===== config.mk =====
export PLATFORM = sky130hd
export DESIGN_NAME = ffa_top
export DESIGN_NICKNAME = d
export VERILOG_FILES = /design/src/ffa_top.v
export VERILOG_INCLUDE_DIRS = /design/src
export SDC_FILE = /design/constraint.sdc
export NUM_CORES = 1
export LEC_CHECK = 0
export BUFFER_PORTS_ARGS = -buffer_cell sky130_fd_sc_hd__clkbuf_2
export CORE_MARGIN = 1.5
export CORE_UTILIZATION = 40
export CTS_BUF_LIST = sky130_fd_sc_hd__clkbuf_8 sky130_fd_sc_hd__clkbuf_16
export CTS_CLUSTER_SIZE = 10
export DETAILED_ROUTE_END_ITERATION = 10
export GPL_ROUTABILITY_DRIVEN = 0
export PLACE_DENSITY = 0.57
export SLEW_MARGIN = 20
export SYNTH_ARGS = -nofsm -noshare
export SYNTH_HDL_FRONTEND = slang
export SYNTH_SLANG_ARGS = --single-unit
export TNS_END_PERCENT = 100

===== constraint.sdc =====
create_clock -name aclk -period 2.05 [get_ports aclk]
set_clock_uncertainty 0.1 [all_clocks]
set_input_delay 0.205 -clock aclk [delete_from_list [all_inputs] [get_ports aclk]]
set_output_delay 0.205 -clock aclk [all_outputs]
set_load 0.05 [all_outputs]

===== src/ffa_map.vh =====
// fault flag aggregator: register offsets, field positions, reset values, timing
// assumes a 100 MHz system clock and a 32-bit AXI4-Lite register bus
`ifndef FFA_MAP_VH
`define FFA_MAP_VH

`define FFA_ADDR_W        8
`define FFA_REG_LIVE      8'h00
`define FFA_REG_LATCH     8'h04
`define FFA_REG_MASK      8'h08
`define FFA_REG_SHUT_EN   8'h0c
`define FFA_REG_ECC_CORR  8'h10
`define FFA_REG_ECC_ERR   8'h14
`define FFA_REG_NVM_DET   8'h18

`define FFA_NSRC          18
`define FFA_NLAT          20
`define FFA_NMASK         19

`define FFA_SRC_IO_GOOD   0
`define FFA_SRC_LDO_UV    1
`define FFA_SRC_BUCK_OV   4
`define FFA_SRC_HC        10
`define FFA_SRC_BAT_GOOD  11
`define FFA_SRC_REF_UV    12
`define FFA_SRC_IN_UVPD   13
`define FFA_SRC_FRST      14
`define FFA_SRC_WDOG      15
`define FFA_SRC_OT_SHUT   16
`define FFA_SRC_OT_WARN   17
`define FFA_LAT_NVM_FAULT 18
`define FFA_LAT_READ_OK   19

`define FFA_LONG_SET      18'h013ff
`define FFA_SHORT_SET     18'h02c00
`define FFA_SHUT_CFG_SET  18'h013fe
`define FFA_SHUT_FIX_SET  18'h12000

`define FFA_MASK_RESET    19'h00000
`define FFA_SHUT_RESET    18'h00000

`define FFA_CLK_MHZ       100
`define FFA_DEG_LONG_US   1000
`define FFA_DEG_SHORT_US  100

`define FFA_RESP_OKAY     2'b00
`define FFA_RESP_SLVERR   2'b10

`endif


===== src/ffa_top.v =====
// fault flag aggregator: live, deglitched and latched fault flags, interrupt and power-off
// assumes fault pins are asynchronous and nvm event pulses come from logic on aclk
// deglitch sets, fixed power-off sources and register offsets come from ffa_map.vh
//
// Added by the designer: the register addresses and the AXI4-Lite slave port.
`timescale 1ns/1ps
`default_nettype none
`include "ffa_map.vh"

module ffa_top #(
  parameter integer DEG_LONG  = `FFA_DEG_LONG_US * `FFA_CLK_MHZ,
  parameter integer DEG_SHORT = `FFA_DEG_SHORT_US * `FFA_CLK_MHZ,
  parameter integer CNT_W     = 17
) (
  input  wire        aclk,
  input  wire        aresetn,
  input  wire [7:0]  s_axi_awaddr,
  input  wire [2:0]  s_axi_awprot,
  input  wire        s_axi_awvalid,
  output wire        s_axi_awready,
  input  wire [31:0] s_axi_wdata,
  input  wire [3:0]  s_axi_wstrb,
  input  wire        s_axi_wvalid,
  output wire        s_axi_wready,
  output reg  [1:0]  s_axi_bresp,
  output reg         s_axi_bvalid,
  input  wire        s_axi_bready,
  input  wire [7:0]  s_axi_araddr,
  input  wire [2:0]  s_axi_arprot,
  input  wire        s_axi_arvalid,
  output wire        s_axi_arready,
  output reg  [31:0] s_axi_rdata,
  output reg  [1:0]  s_axi_rresp,
  output reg         s_axi_rvalid,
  input  wire        s_axi_rready,
  input  wire        io_supply_good,
  input  wire [2:0]  ldo_undervoltage,
  input  wire [5:0]  buck_overvoltage,
  input  wire        rail1_high_current,
  input  wire        backup_battery_good,
  input  wire        reference_input_undervoltage,
  input  wire        input_undervoltage_powerdown,
  input  wire        forced_reset_event,
  input  wire        watchdog_fault,
  input  wire        thermal_shutdown,
  input  wire        thermal_warning,
  input  wire        rail2_softstart_done,
  input  wire        nvm_fault,
  input  wire        ok_a,
  input  wire [7:0]  ecc_corrected,
  input  wire [7:0]  ecc_uncorrectable,
  input  wire        nvm_data_valid,
  input  wire        nvm_fault_flag,
  output wire        irq_n_out,
  output wire        irq_n_oe,
  output reg         power_off_request
);

  localparam [`FFA_NSRC-1:0] LONG_SET  = `FFA_LONG_SET;
  localparam [`FFA_NSRC-1:0] SHORT_SET = `FFA_SHORT_SET;
  localparam [`FFA_NSRC-1:0] SHUT_CFG  = `FFA_SHUT_CFG_SET;
  localparam [`FFA_NSRC-1:0] SHUT_FIX  = `FFA_SHUT_FIX_SET;
  localparam [CNT_W-1:0]     N_LONG    = DEG_LONG[CNT_W-1:0];
  localparam [CNT_W-1:0]     N_SHORT   = DEG_SHORT[CNT_W-1:0];
  localparam [CNT_W-1:0]     N_NONE    = {CNT_W{1'b0}};

  // fault conditions plus rail-2 soft-start done on the top bit, high when present; good monitors are inverted
  wire [`FFA_NSRC:0] pin_raw = {rail2_softstart_done, thermal_warning, thermal_shutdown,
                                watchdog_fault, forced_reset_event,
                                input_undervoltage_powerdown, reference_input_undervoltage,
                                ~backup_battery_good, rail1_high_current, buck_overvoltage,
                                ldo_undervoltage, ~io_supply_good};

  // three-stage synchroniser; a change counts once stages two and three agree
  reg [`FFA_NSRC:0] sync1;
  reg [`FFA_NSRC:0] sync2;
  reg [`FFA_NSRC:0] sync3;
  reg [`FFA_NSRC:0] pin;
  always @(posedge aclk) begin
    if (!aresetn) begin
      sync1 <= {(`FFA_NSRC+1){1'b0}};
      sync2 <= {(`FFA_NSRC+1){1'b0}};
      sync3 <= {(`FFA_NSRC+1){1'b0}};
      pin   <= {(`FFA_NSRC+1){1'b0}};
    end else begin
      sync1 <= pin_raw;
      sync2 <= sync1;
      sync3 <= sync2;
      pin   <= (sync2 & sync3) | (pin & (sync2 | sync3));
    end
  end

  wire [`FFA_NSRC-1:0] live = pin[`FFA_NSRC-1:0];
  wire                 rail2_done = pin[`FFA_NSRC];

  // deglitch per source
  wire [`FFA_NSRC-1:0] qual;
  genvar gi;
  generate
    for (gi = 0; gi < `FFA_NSRC; gi = gi + 1) begin : g_deg
      localparam [CNT_W-1:0] NEED = LONG_SET[gi] ? N_LONG : (SHORT_SET[gi] ? N_SHORT : N_NONE);
      wire             watch = live[gi] & ((gi != `FFA_SRC_REF_UV) | rail2_done);
      reg  [CNT_W-1:0] cnt;
      reg              q;
      always @(posedge aclk) begin
        if (!aresetn) begin
          cnt <= {CNT_W{1'b0}};
          q   <= 1'b0;
        end else if (!watch) begin
          cnt <= {CNT_W{1'b0}};
          q   <= 1'b0;
        end else begin
          if (cnt != NEED)
            cnt <= cnt + {{(CNT_W-1){1'b0}}, 1'b1};
          q <= (cnt == NEED);
        end
      end
      assign qual[gi] = q;
    end
  endgenerate

  // last deglitched warning, so the warning flag re-sets only on a new edge
  reg ot_warn_prev;
  always @(posedge aclk) begin
    if (!aresetn)
      ot_warn_prev <= 1'b0;
    else
      ot_warn_prev <= qual[`FFA_SRC_OT_WARN];
  end

  // set vectors; warning edge-set, all others level-set
  wire [`FFA_NLAT-1:0] lat_set = {ok_a, nvm_fault,
                                  qual[`FFA_SRC_OT_WARN] & ~ot_warn_prev,
                                  qual[`FFA_NSRC-2:0]};

  // axi4-lite slave
  reg        aw_held;
  reg        w_held;
  reg  [7:0] aw_addr;
  reg [31:0] w_data;
  reg  [3:0] w_strb;
  assign s_axi_awready = !aw_held && !s_axi_bvalid;
  assign s_axi_wready  = !w_held && !s_axi_bvalid;
  assign s_axi_arready = !s_axi_rvalid;

  // true for an address that names one of the registers
  function ffa_mapped;
    input [7:0] addr;
    begin
      case ({addr[7:2], 2'b00})
        `FFA_REG_LIVE, `FFA_REG_LATCH, `FFA_REG_MASK, `FFA_REG_SHUT_EN,
        `FFA_REG_ECC_CORR, `FFA_REG_ECC_ERR, `FFA_REG_NVM_DET: ffa_mapped = 1'b1;
        default: ffa_mapped = 1'b0;
      endcase
    end
  endfunction

  wire        do_write = aw_held && w_held && !s_axi_bvalid;
  wire [31:0] wmask = {{8{w_strb[3]}}, {8{w_strb[2]}}, {8{w_strb[1]}}, {8{w_strb[0]}}};
  wire [31:0] wbits = w_data & wmask;
  wire        wr_lat  = do_write && (aw_addr == `FFA_REG_LATCH);
  wire        wr_mask = do_write && (aw_addr == `FFA_REG_MASK);
  wire        wr_shut = do_write && (aw_addr == `FFA_REG_SHUT_EN);
  wire        wr_corr = do_write && (aw_addr == `FFA_REG_ECC_CORR);
  wire        wr_err  = do_write && (aw_addr == `FFA_REG_ECC_ERR);
  wire        wr_det  = do_write && (aw_addr == `FFA_REG_NVM_DET);
  wire        wr_hit  = ffa_mapped(aw_addr);

  reg [`FFA_NLAT-1:0]  latched;
  reg [`FFA_NMASK-1:0] mask;
  reg [`FFA_NSRC-1:0]  shut_en;
  reg [7:0]            ecc_corr_lat;
  reg [7:0]            ecc_err_lat;
  reg [1:0]            nvm_det_lat;

  // write-one-to-clear; a set in the same cycle wins
  wire [`FFA_NLAT-1:0] next_latched  = (latched & ~({`FFA_NLAT{wr_lat}} & wbits[`FFA_NLAT-1:0]))
                                       | lat_set;
  wire [7:0]           next_ecc_corr = (ecc_corr_lat & ~({8{wr_corr}} & wbits[7:0]))
                                       | ecc_corrected;
  wire [7:0]           next_ecc_err  = (ecc_err_lat & ~({8{wr_err}} & wbits[7:0]))
                                       | ecc_uncorrectable;
  wire [1:0]           next_nvm_det  = (nvm_det_lat & ~({2{wr_det}} & wbits[1:0]))
                                       | {nvm_fault_flag, nvm_data_valid};

  always @(posedge aclk) begin
    if (!aresetn) begin
      aw_held      <= 1'b0;
      w_held       <= 1'b0;
      aw_addr      <= 8'h00;
      w_data       <= 32'h00000000;
      w_strb       <= 4'h0;
      s_axi_bvalid <= 1'b0;
      s_axi_bresp  <= `FFA_RESP_OKAY;
      latched      <= {`FFA_NLAT{1'b0}};
      mask         <= `FFA_MASK_RESET;
      shut_en      <= `FFA_SHUT_RESET;
      ecc_corr_lat <= 8'h00;
      ecc_err_lat  <= 8'h00;
      nvm_det_lat  <= 2'h0;
    end else begin
      if (s_axi_awvalid && s_axi_awready) begin
        aw_held <= 1'b1;
        aw_addr <= {s_axi_awaddr[7:2], 2'b00};
      end
      if (s_axi_wvalid && s_axi_wready) begin
        w_held <= 1'b1;
        w_data <= s_axi_wdata;
        w_strb <= s_axi_wstrb;
      end
      if (do_write) begin
        aw_held      <= 1'b0;
        w_held       <= 1'b0;
        s_axi_bvalid <= 1'b1;
        s_axi_bresp  <= wr_hit ? `FFA_RESP_OKAY : `FFA_RESP_SLVERR;
      end else if (s_axi_bvalid && s_axi_bready) begin
        s_axi_bvalid <= 1'b0;
      end
      latched      <= next_latched;
      ecc_corr_lat <= next_ecc_corr;
      ecc_err_lat  <= next_ecc_err;
      nvm_det_lat  <= next_nvm_det;
      // read-write registers honour the byte strobes
      if (wr_mask)
        mask <= (mask & ~wmask[`FFA_NMASK-1:0]) | wbits[`FFA_NMASK-1:0];
      if (wr_shut)
        shut_en <= ((shut_en & ~wmask[`FFA_NSRC-1:0]) | wbits[`FFA_NSRC-1:0]) & SHUT_CFG;
    end
  end

  // read channel, answer one cycle after the address is taken
  reg [31:0] rd_mux;
  reg        rd_hit;
  always @* begin
    rd_hit = ffa_mapped(s_axi_araddr);
    case ({s_axi_araddr[7:2], 2'b00})
      `FFA_REG_LIVE:     rd_mux = {{(32-`FFA_NSRC){1'b0}}, live};
      `FFA_REG_LATCH:    rd_mux = {{(32-`FFA_NLAT){1'b0}}, latched};
      `FFA_REG_MASK:     rd_mux = {{(32-`FFA_NMASK){1'b0}}, mask};
      `FFA_REG_SHUT_EN:  rd_mux = {{(32-`FFA_NSRC){1'b0}}, shut_en};
      `FFA_REG_ECC_CORR: rd_mux = {24'h000000, ecc_corr_lat};
      `FFA_REG_ECC_ERR:  rd_mux = {24'h000000, ecc_err_lat};
      `FFA_REG_NVM_DET:  rd_mux = {30'h0, nvm_det_lat};
      default:           rd_mux = 32'h00000000;
    endcase
  end

  // read data stands until the host takes it
  always @(posedge aclk) begin
    if (!aresetn) begin
      s_axi_rvalid <= 1'b0;
      s_axi_rdata  <= 32'h00000000;
      s_axi_rresp  <= `FFA_RESP_OKAY;
    end else if (s_axi_arvalid && s_axi_arready) begin
      s_axi_rvalid <= 1'b1;
      s_axi_rdata  <= rd_mux;
      s_axi_rresp  <= rd_hit ? `FFA_RESP_OKAY : `FFA_RESP_SLVERR;
    end else if (s_axi_rvalid && s_axi_rready) begin
      s_axi_rvalid <= 1'b0;
    end
  end

  // open-drain interrupt: pulled low while any unmasked latched flag in bits 0 to 18 is set
  reg  irq_active;
  // interrupt and power-off levels, registered below
  wire next_irq_active = |(latched[`FFA_NMASK-1:0] & ~mask);
  wire next_power_off  = |(latched[`FFA_NSRC-1:0] & (shut_en | SHUT_FIX));

  always @(posedge aclk) begin
    if (!aresetn) begin
      irq_active        <= 1'b0;
      power_off_request <= 1'b0;
    end else begin
      irq_active        <= next_irq_active;
      power_off_request <= next_power_off;
    end
  end
  assign irq_n_out = 1'b0;
  assign irq_n_oe  = irq_active;

  wire unused_ok = &{1'b0, s_axi_awprot, s_axi_arprot, s_axi_araddr[1:0], s_axi_awaddr[1:0]};

endmodule
`default_nettype wire


==> out/results.txt, run 1 <==
outcome - completed
layout cell share with drive strength beyond 1 - 9.964%
Final Hold Violating Endpoints - 0
core area - 55310 um^2
final setup fails - 0
most frequent cell after synthesis - dfxtp_1
leading cell types by count after synthesis - dfxtp_1, nor2_1, nand2_1
sequential area share after synthesis - 46.69%
Top Metal Used - met5
Post-CTS Setup Bufs - 0
first-pass GRT wire length - 91.56 mm
CTS root buf - clkbuf_16
area taken by multi-input logic gates - 11180 um^2
number of global-route vias before repair - 17887
dpl hpwl - 39.21 mm
#FFs+latches synth - 525
area growth from synthesis to layout - 18.78%
flop-to-flop setup slack - 0.11 ns
IO Pins - 148
top_reg_cell synth - dfxtp_1
Period minus WS final - 1.945 ns
H-Tree Depth - 2
GRT overflow - 0
CTS buffer count - 61
largest net degree at the start of global routing - 53
FF+latch area - 10510 um^2
Critical Path Fanout Max - 8
Vias - 18830
DR WL met3 - 2.758 mm
R2R cell count - 6
WL met1 - 26.24 mm
top cell type by total area after synthesis - dfxtp_1
Setup crit end kind - flip-flop
antenna-violating nets left - 0
fill cell count - 5321
leak pwr - 9.062 nW
Cell Count, Final, Fillers Out - 3563
Final Slew Violations - 0
Peak Freq - 514.2 MHz
worst relative slew slack - 54.72%
cell count after placement - 3388
port buffer count - 109
RSZ-0062 raised after global routing - false
All-Layer GR Usage - 19.34%
Skew-Pair Late Insertion Delay - 0.61 ns
drc violations - 0
Synth top area share - 46.69%
Critical Path Start Type - flip-flop
met2 wire len - 25.60 mm
Synth Instances - 2556
Worst-Margin Slew - 0.6793 ns
Clk pin slew, worst setup/hold paths - 0.05 ns
min-delay worst type - input pin to flip-flop
R2R Path Start - s_axi_bvalid$_SDFFE_PN0P_
synthesized area - 22510 um^2
Max Cap Viol - 0
WL per Instance - 15.75 um
Syn Area/Cell - 8.807 um^2
Post-synth EDFFs - 0
Data arrival, critical path - 2.34 ns
Tcrit/Tclk final - 94.87%
die area - 57710 um^2
buffer depth of the longest clock path - 3
Synthesis Warnings - 0
Chip Height - 240.2 um
DR iter-0 viols - 988
worst vdd ir - 0.6183 mV
post-synthesis cell type count - 69
pwr/cell area - 784.3 nW/um^2
r2r endpoint - aw_addr[2]$_SDFFE_PN0P_
1st-pass router iterations - 5
hold wc startpoint - s_axi_araddr[5]
WL final - 56.10 mm
die width - 240.2 um
clock tree sinks - 525
WS Path Type - flip-flop to flip-flop
TritonCTS clock tree - built
Setup TNS - 0 ns
ys async rst share - 0%
Req. time, crit path - 2.44 ns
final net count - 2925
Worst Hold Depth - 4
Site Rows - 86
main area contributors after synthesis - dfxtp_1, xnor2_1, nor2_1
Worst Hold End - s_axi_rresp[1]$_SDFFE_PN0P_
initial antenna violation count - 10
Avg Vias per Cell - 5.285
Starting Density - 40.70%
-- metrics by stage --
step	power, mW	utilization [%]	cell area [um^2]	setup WS [ns]	hold WS (ns)
final	20.97	48.34	26740	0.1052	0.08937
after global routing	21.73	48.34	26740	0.02022	0.1061
after CTS	21.29	48.32	26720	0.02722	0.03909
after detailed placement	11.34	43.68	24160	0.2036	0.2625
after global placement	11.33	43.68	24160	0.2160	0.2618
after floorplan	11.05	-	22560	0.1188	0.1717
-- cell usage in the layout, fill, tap and decap left out, types with 51 or more instances in the layout --
cell type        n
nor3_1          65
dlygate4sd3_1   82
a21oi_1        132
inv_1          129
nand4_1        110
and2_1          63
nor4_1          77
xor2_1          73
xnor2_1        128
nand2_1        190
o21ai_0        134
nor2_1         278
clkbuf_2       108
clkbuf_16       63
nand3_1        134
buf_4           61
mux2i_1         51
dfxtp_1        525
-- how the worst max path moves through the flow --
| stage | from | endpoint | slack, ns | cells past startpoint |
|---|---|---|---|---|
| 4_1_cts | w_held$_SDFFE_PP0P_ | ecc_err_lat[1]$_SDFF_PN0_ | 0.03 | 4 |
| 3_3_place_gp | g_deg[12].cnt[2]$_SDFFE_PN0N_ | g_deg[12].cnt[15]$_SDFFE_PN0N_ | 0.22 | 4 |
| 6_report | s_axi_bvalid$_SDFFE_PN0P_ | aw_addr[2]$_SDFFE_PN0P_ | 0.11 | 6 |
| 2_1_floorplan | s_axi_bvalid$_SDFFE_PN0P_ | flip-flop | 0.12 | 5 |
| 3_5_place_dp | g_deg[4].cnt[9]$_SDFFE_PN0N_ | g_deg[4].cnt[16]$_SDFFE_PN0N_ | 0.20 | 4 |
| 5_1_grt | s_axi_bvalid$_SDFFE_PN0P_ | aw_addr[2]$_SDFFE_PN0P_ | 0.02 | 6 |
-- final cells by class --
| type | instances | area share [%] |
|---|---|---|
| antenna | 5 | 0.04679 |
| clock inverter | 21 | 0.4212 |
| sequential | 525 | 39.31 |
| timing repair buffer | 257 | 7.220 |
| inverter | 113 | 1.586 |
| clock buffer | 67 | 6.102 |
| tap | 748 | 3.500 |
| multi-input combinational | 1827 | 41.82 |
-- state kept, by name, summed over array words and instances (netlist names), 2 cells and up, named ones only --
register	cells
g_deg.cnt	306
ecc_corr_lat	8
ecc_err_lat	8
sync3	19
latched	20
w_strb	3
sync2	19
aw_addr	6
w_data	20
s_axi_rdata	20
g_deg.q	18
sync1	19
pin	19
nvm_det_lat	2
-- routing by layer --
metal / vias up / GRT usage [%]
li1: 9436 / -
met1: 8946 / 25.59
met2: 335 / 31.52
met3: 103 / 3.662
met4: 10 / 6.556
met5: - / 0
-- worst max-delay path, cell delays in order, from the launching register on --
cell           delay [ns]
dfxtp_1              0.32
buf_4                0.16
nand2b_1             0.16
nor2_1               0.25
mux2i_1              0.23
dlygate4sd3_1        0.57
nor2_1               0.04
-- logic make-up after synthesis --
logic type	synth area share [%]
buffers and inverters	3.941
and+or+nand+nor	26.82
adders and majority gates	2.001
xor gates and xnor gates	7.821
DFF	46.69
other	0.01666
AOI/OAI and AO/OA	9.488
muxes	3.218
-- repair_timing --
item,in CTS,in global routing
endpoints found under the setup margin,0,2
gates resized for setup,0,2
endpoints found under the hold margin,88,0
hold buffers,82,0
-- power by group --
part	leakage [nW]	internal (mW)	switching, mW
registers	4.25	10.3	0.0873
clock network	0.922	5.67	4.04
logic	3.89	0.347	0.495
total	9.06	16.4	4.62
Power figures use the tool's default switching activity.
==> run 2, diff against run 1 <==
- clock period: 2.05 -> 2.1 ns (I/O delays scaled with it)
==> out/results.txt, run 2 (synthesis results as in run 1) <==
port buffer count - 109
core area - 55310 um^2
most frequent cells in the layout - dfxtp_1, nor2_1, nand2_1
Final Slew Violations - 0
Critical Path Fanout Max - 5
Setup crit end kind - flip-flop
Worst-Margin Slew - 0.6678 ns
FF+latch area - 10510 um^2
Sw Pwr - 4.412 mW
1st-pass router iterations - 5
Critical Path Start Type - flip-flop
final setup fails - 0
final net count - 2921
worst relative slew slack - 55.48%
All-Layer GR Usage - 18.99%
H-Tree Depth - 2
Peak Freq - 525.1 MHz
WL per Instance - 15.61 um
clock tree sinks - 525
number of global-route vias before repair - 17662
Site Rows - 86
cell count after placement - 3383
Comb power frac - 4.2%
Vias - 18775
Clk pin slew, worst setup/hold paths - 0.06 ns
power after layout - 19.86 mW
layout cell share with drive strength beyond 1 - 9.517%
Tcrit/Tclk final - 90.68%
pre-CTS setup slack - 0.2498 ns
RSZ-0062 raised after global routing - false
commonest non-fill, non-tap cell in the layout - dfxtp_1
Skew-Pair Late Insertion Delay - 0.61 ns
Area after DPL - 24100 um^2
buffer depth of the longest clock path - 3
Max Cap Viol - 0
Final Hold Violating Endpoints - 0
Starting Density - 40.70%
Period minus WS final - 1.904 ns
Reg with most FFs - g_deg.cnt
Data arrival, critical path - 2.29 ns
outcome - completed
fill cell count - 5314
CTS buffer count - 59
die area - 57710 um^2
area growth from synthesis to layout - 17.85%
largest net degree at the start of global routing - 37
clock share of power - 44.6%
WL final - 55.34 mm
pwr/cell area - 748.5 nW/um^2
Avg Vias per Cell - 5.298
TritonCTS clock tree - built
CTS root buf - clkbuf_16
GRT overflow - 0
Sequential Power Share - 51.2%
Largest register FFs - 306
final setup margin - 0.1956 ns
WS Path Type - flip-flop to flip-flop
Req. time, crit path - 2.49 ns
Chip Height - 240.2 um
fin area - 26530 um^2
drc violations - 0
worst vdd ir - 0.6026 mV
die width - 240.2 um
IO Pins - 148
min-delay worst type - input pin to flip-flop
DR iter-0 viols - 927
initial antenna violation count - 4
antenna-violating nets left - 0
Cell Count, Final, Fillers Out - 3544
Setup TNS - 0 ns
first-pass GRT wire length - 90.03 mm
Internal - 15.44 mW
area taken by multi-input logic gates - 11180 um^2
switch share - 22.22%
dpl hpwl - 38.81 mm
leak pwr - 8.943 nW
[run 2: final timing paths]
path                                                 from                     endpoint  slack, ns  cells after the start
worst max-delay path            s_axi_bvalid$_SDFFE_PN0P_      aw_addr[2]$_SDFFE_PN0P_       0.20                      6
worst min-delay path                      s_axi_araddr[5]  s_axi_rresp[1]$_SDFFE_PN0P_       0.08                      4
worst max register to register  s_axi_bvalid$_SDFFE_PN0P_      aw_addr[2]$_SDFFE_PN0P_       0.20                      6
worst min register to register        sync1[0]$_SDFF_PN0_          sync2[0]$_SDFF_PN0_       0.33                      1
[run 2: power by group through the flow]
stage               clock [mW]  sequential, mW  combinational, mW
floorplan                    0            10.4              0.405
global placement             0            10.4              0.685
detailed placement           0            10.4              0.693
CTS                       9.13            10.2              0.828
global route              9.51            10.2              0.892
finish                    8.86            10.2              0.828
[run 2: cell type report]
class	count	share of cell area (%)
clock inverters	15	0.2830
multi-input cells	1827	42.15
well taps	748	3.528
inverters	113	1.599
diodes	1	0.009433
repair buffers	255	7.155
flip-flops and latches	525	39.62
clock buffers	60	5.660
[run 2: layer usage]
metal | part of all wire [%] | routed length (um) | up-vias | global-route usage [%]
li1 | - | - | 9443 | -
met1 | 47 | 25970 | 8894 | 25.56
met2 | 46 | 25310 | 353 | 31.14
met3 | 5.6 | 3091 | 79 | 3.525
met4 | 1.7 | 939 | 6 | 4.993
met5 | 0.063 | 35 | - | 0
[run 2: repair_timing]
item / CTS / global route
gates resized for setup: 0 / 1
hold buffers: 85 / 0
hold endpoints to repair: 86 / 0
endpoints found under the setup margin: 0 / 1
setup buffers: 0 / 0
[run 2: metrics by stage]
| step | hold WS (ns) | util (%) |
|---|---|---|
| after floorplan | 0.1767 | - |
| after global placement | 0.2664 | 43.57 |
| after detailed placement | 0.2677 | 43.57 |
| after CTS | 0.05465 | 47.95 |
| after global routing | 0.09587 | 47.96 |
| final | 0.07709 | 47.96 |
[run 2: worst max-delay path, stage by stage (launching register included)]
cell	delay, ns
dfxtp_1	0.35
buf_4	0.16
nand2b_1	0.17
nor2_2	0.19
mux2i_1	0.21
dlygate4sd3_1	0.57
nor2_1	0.04
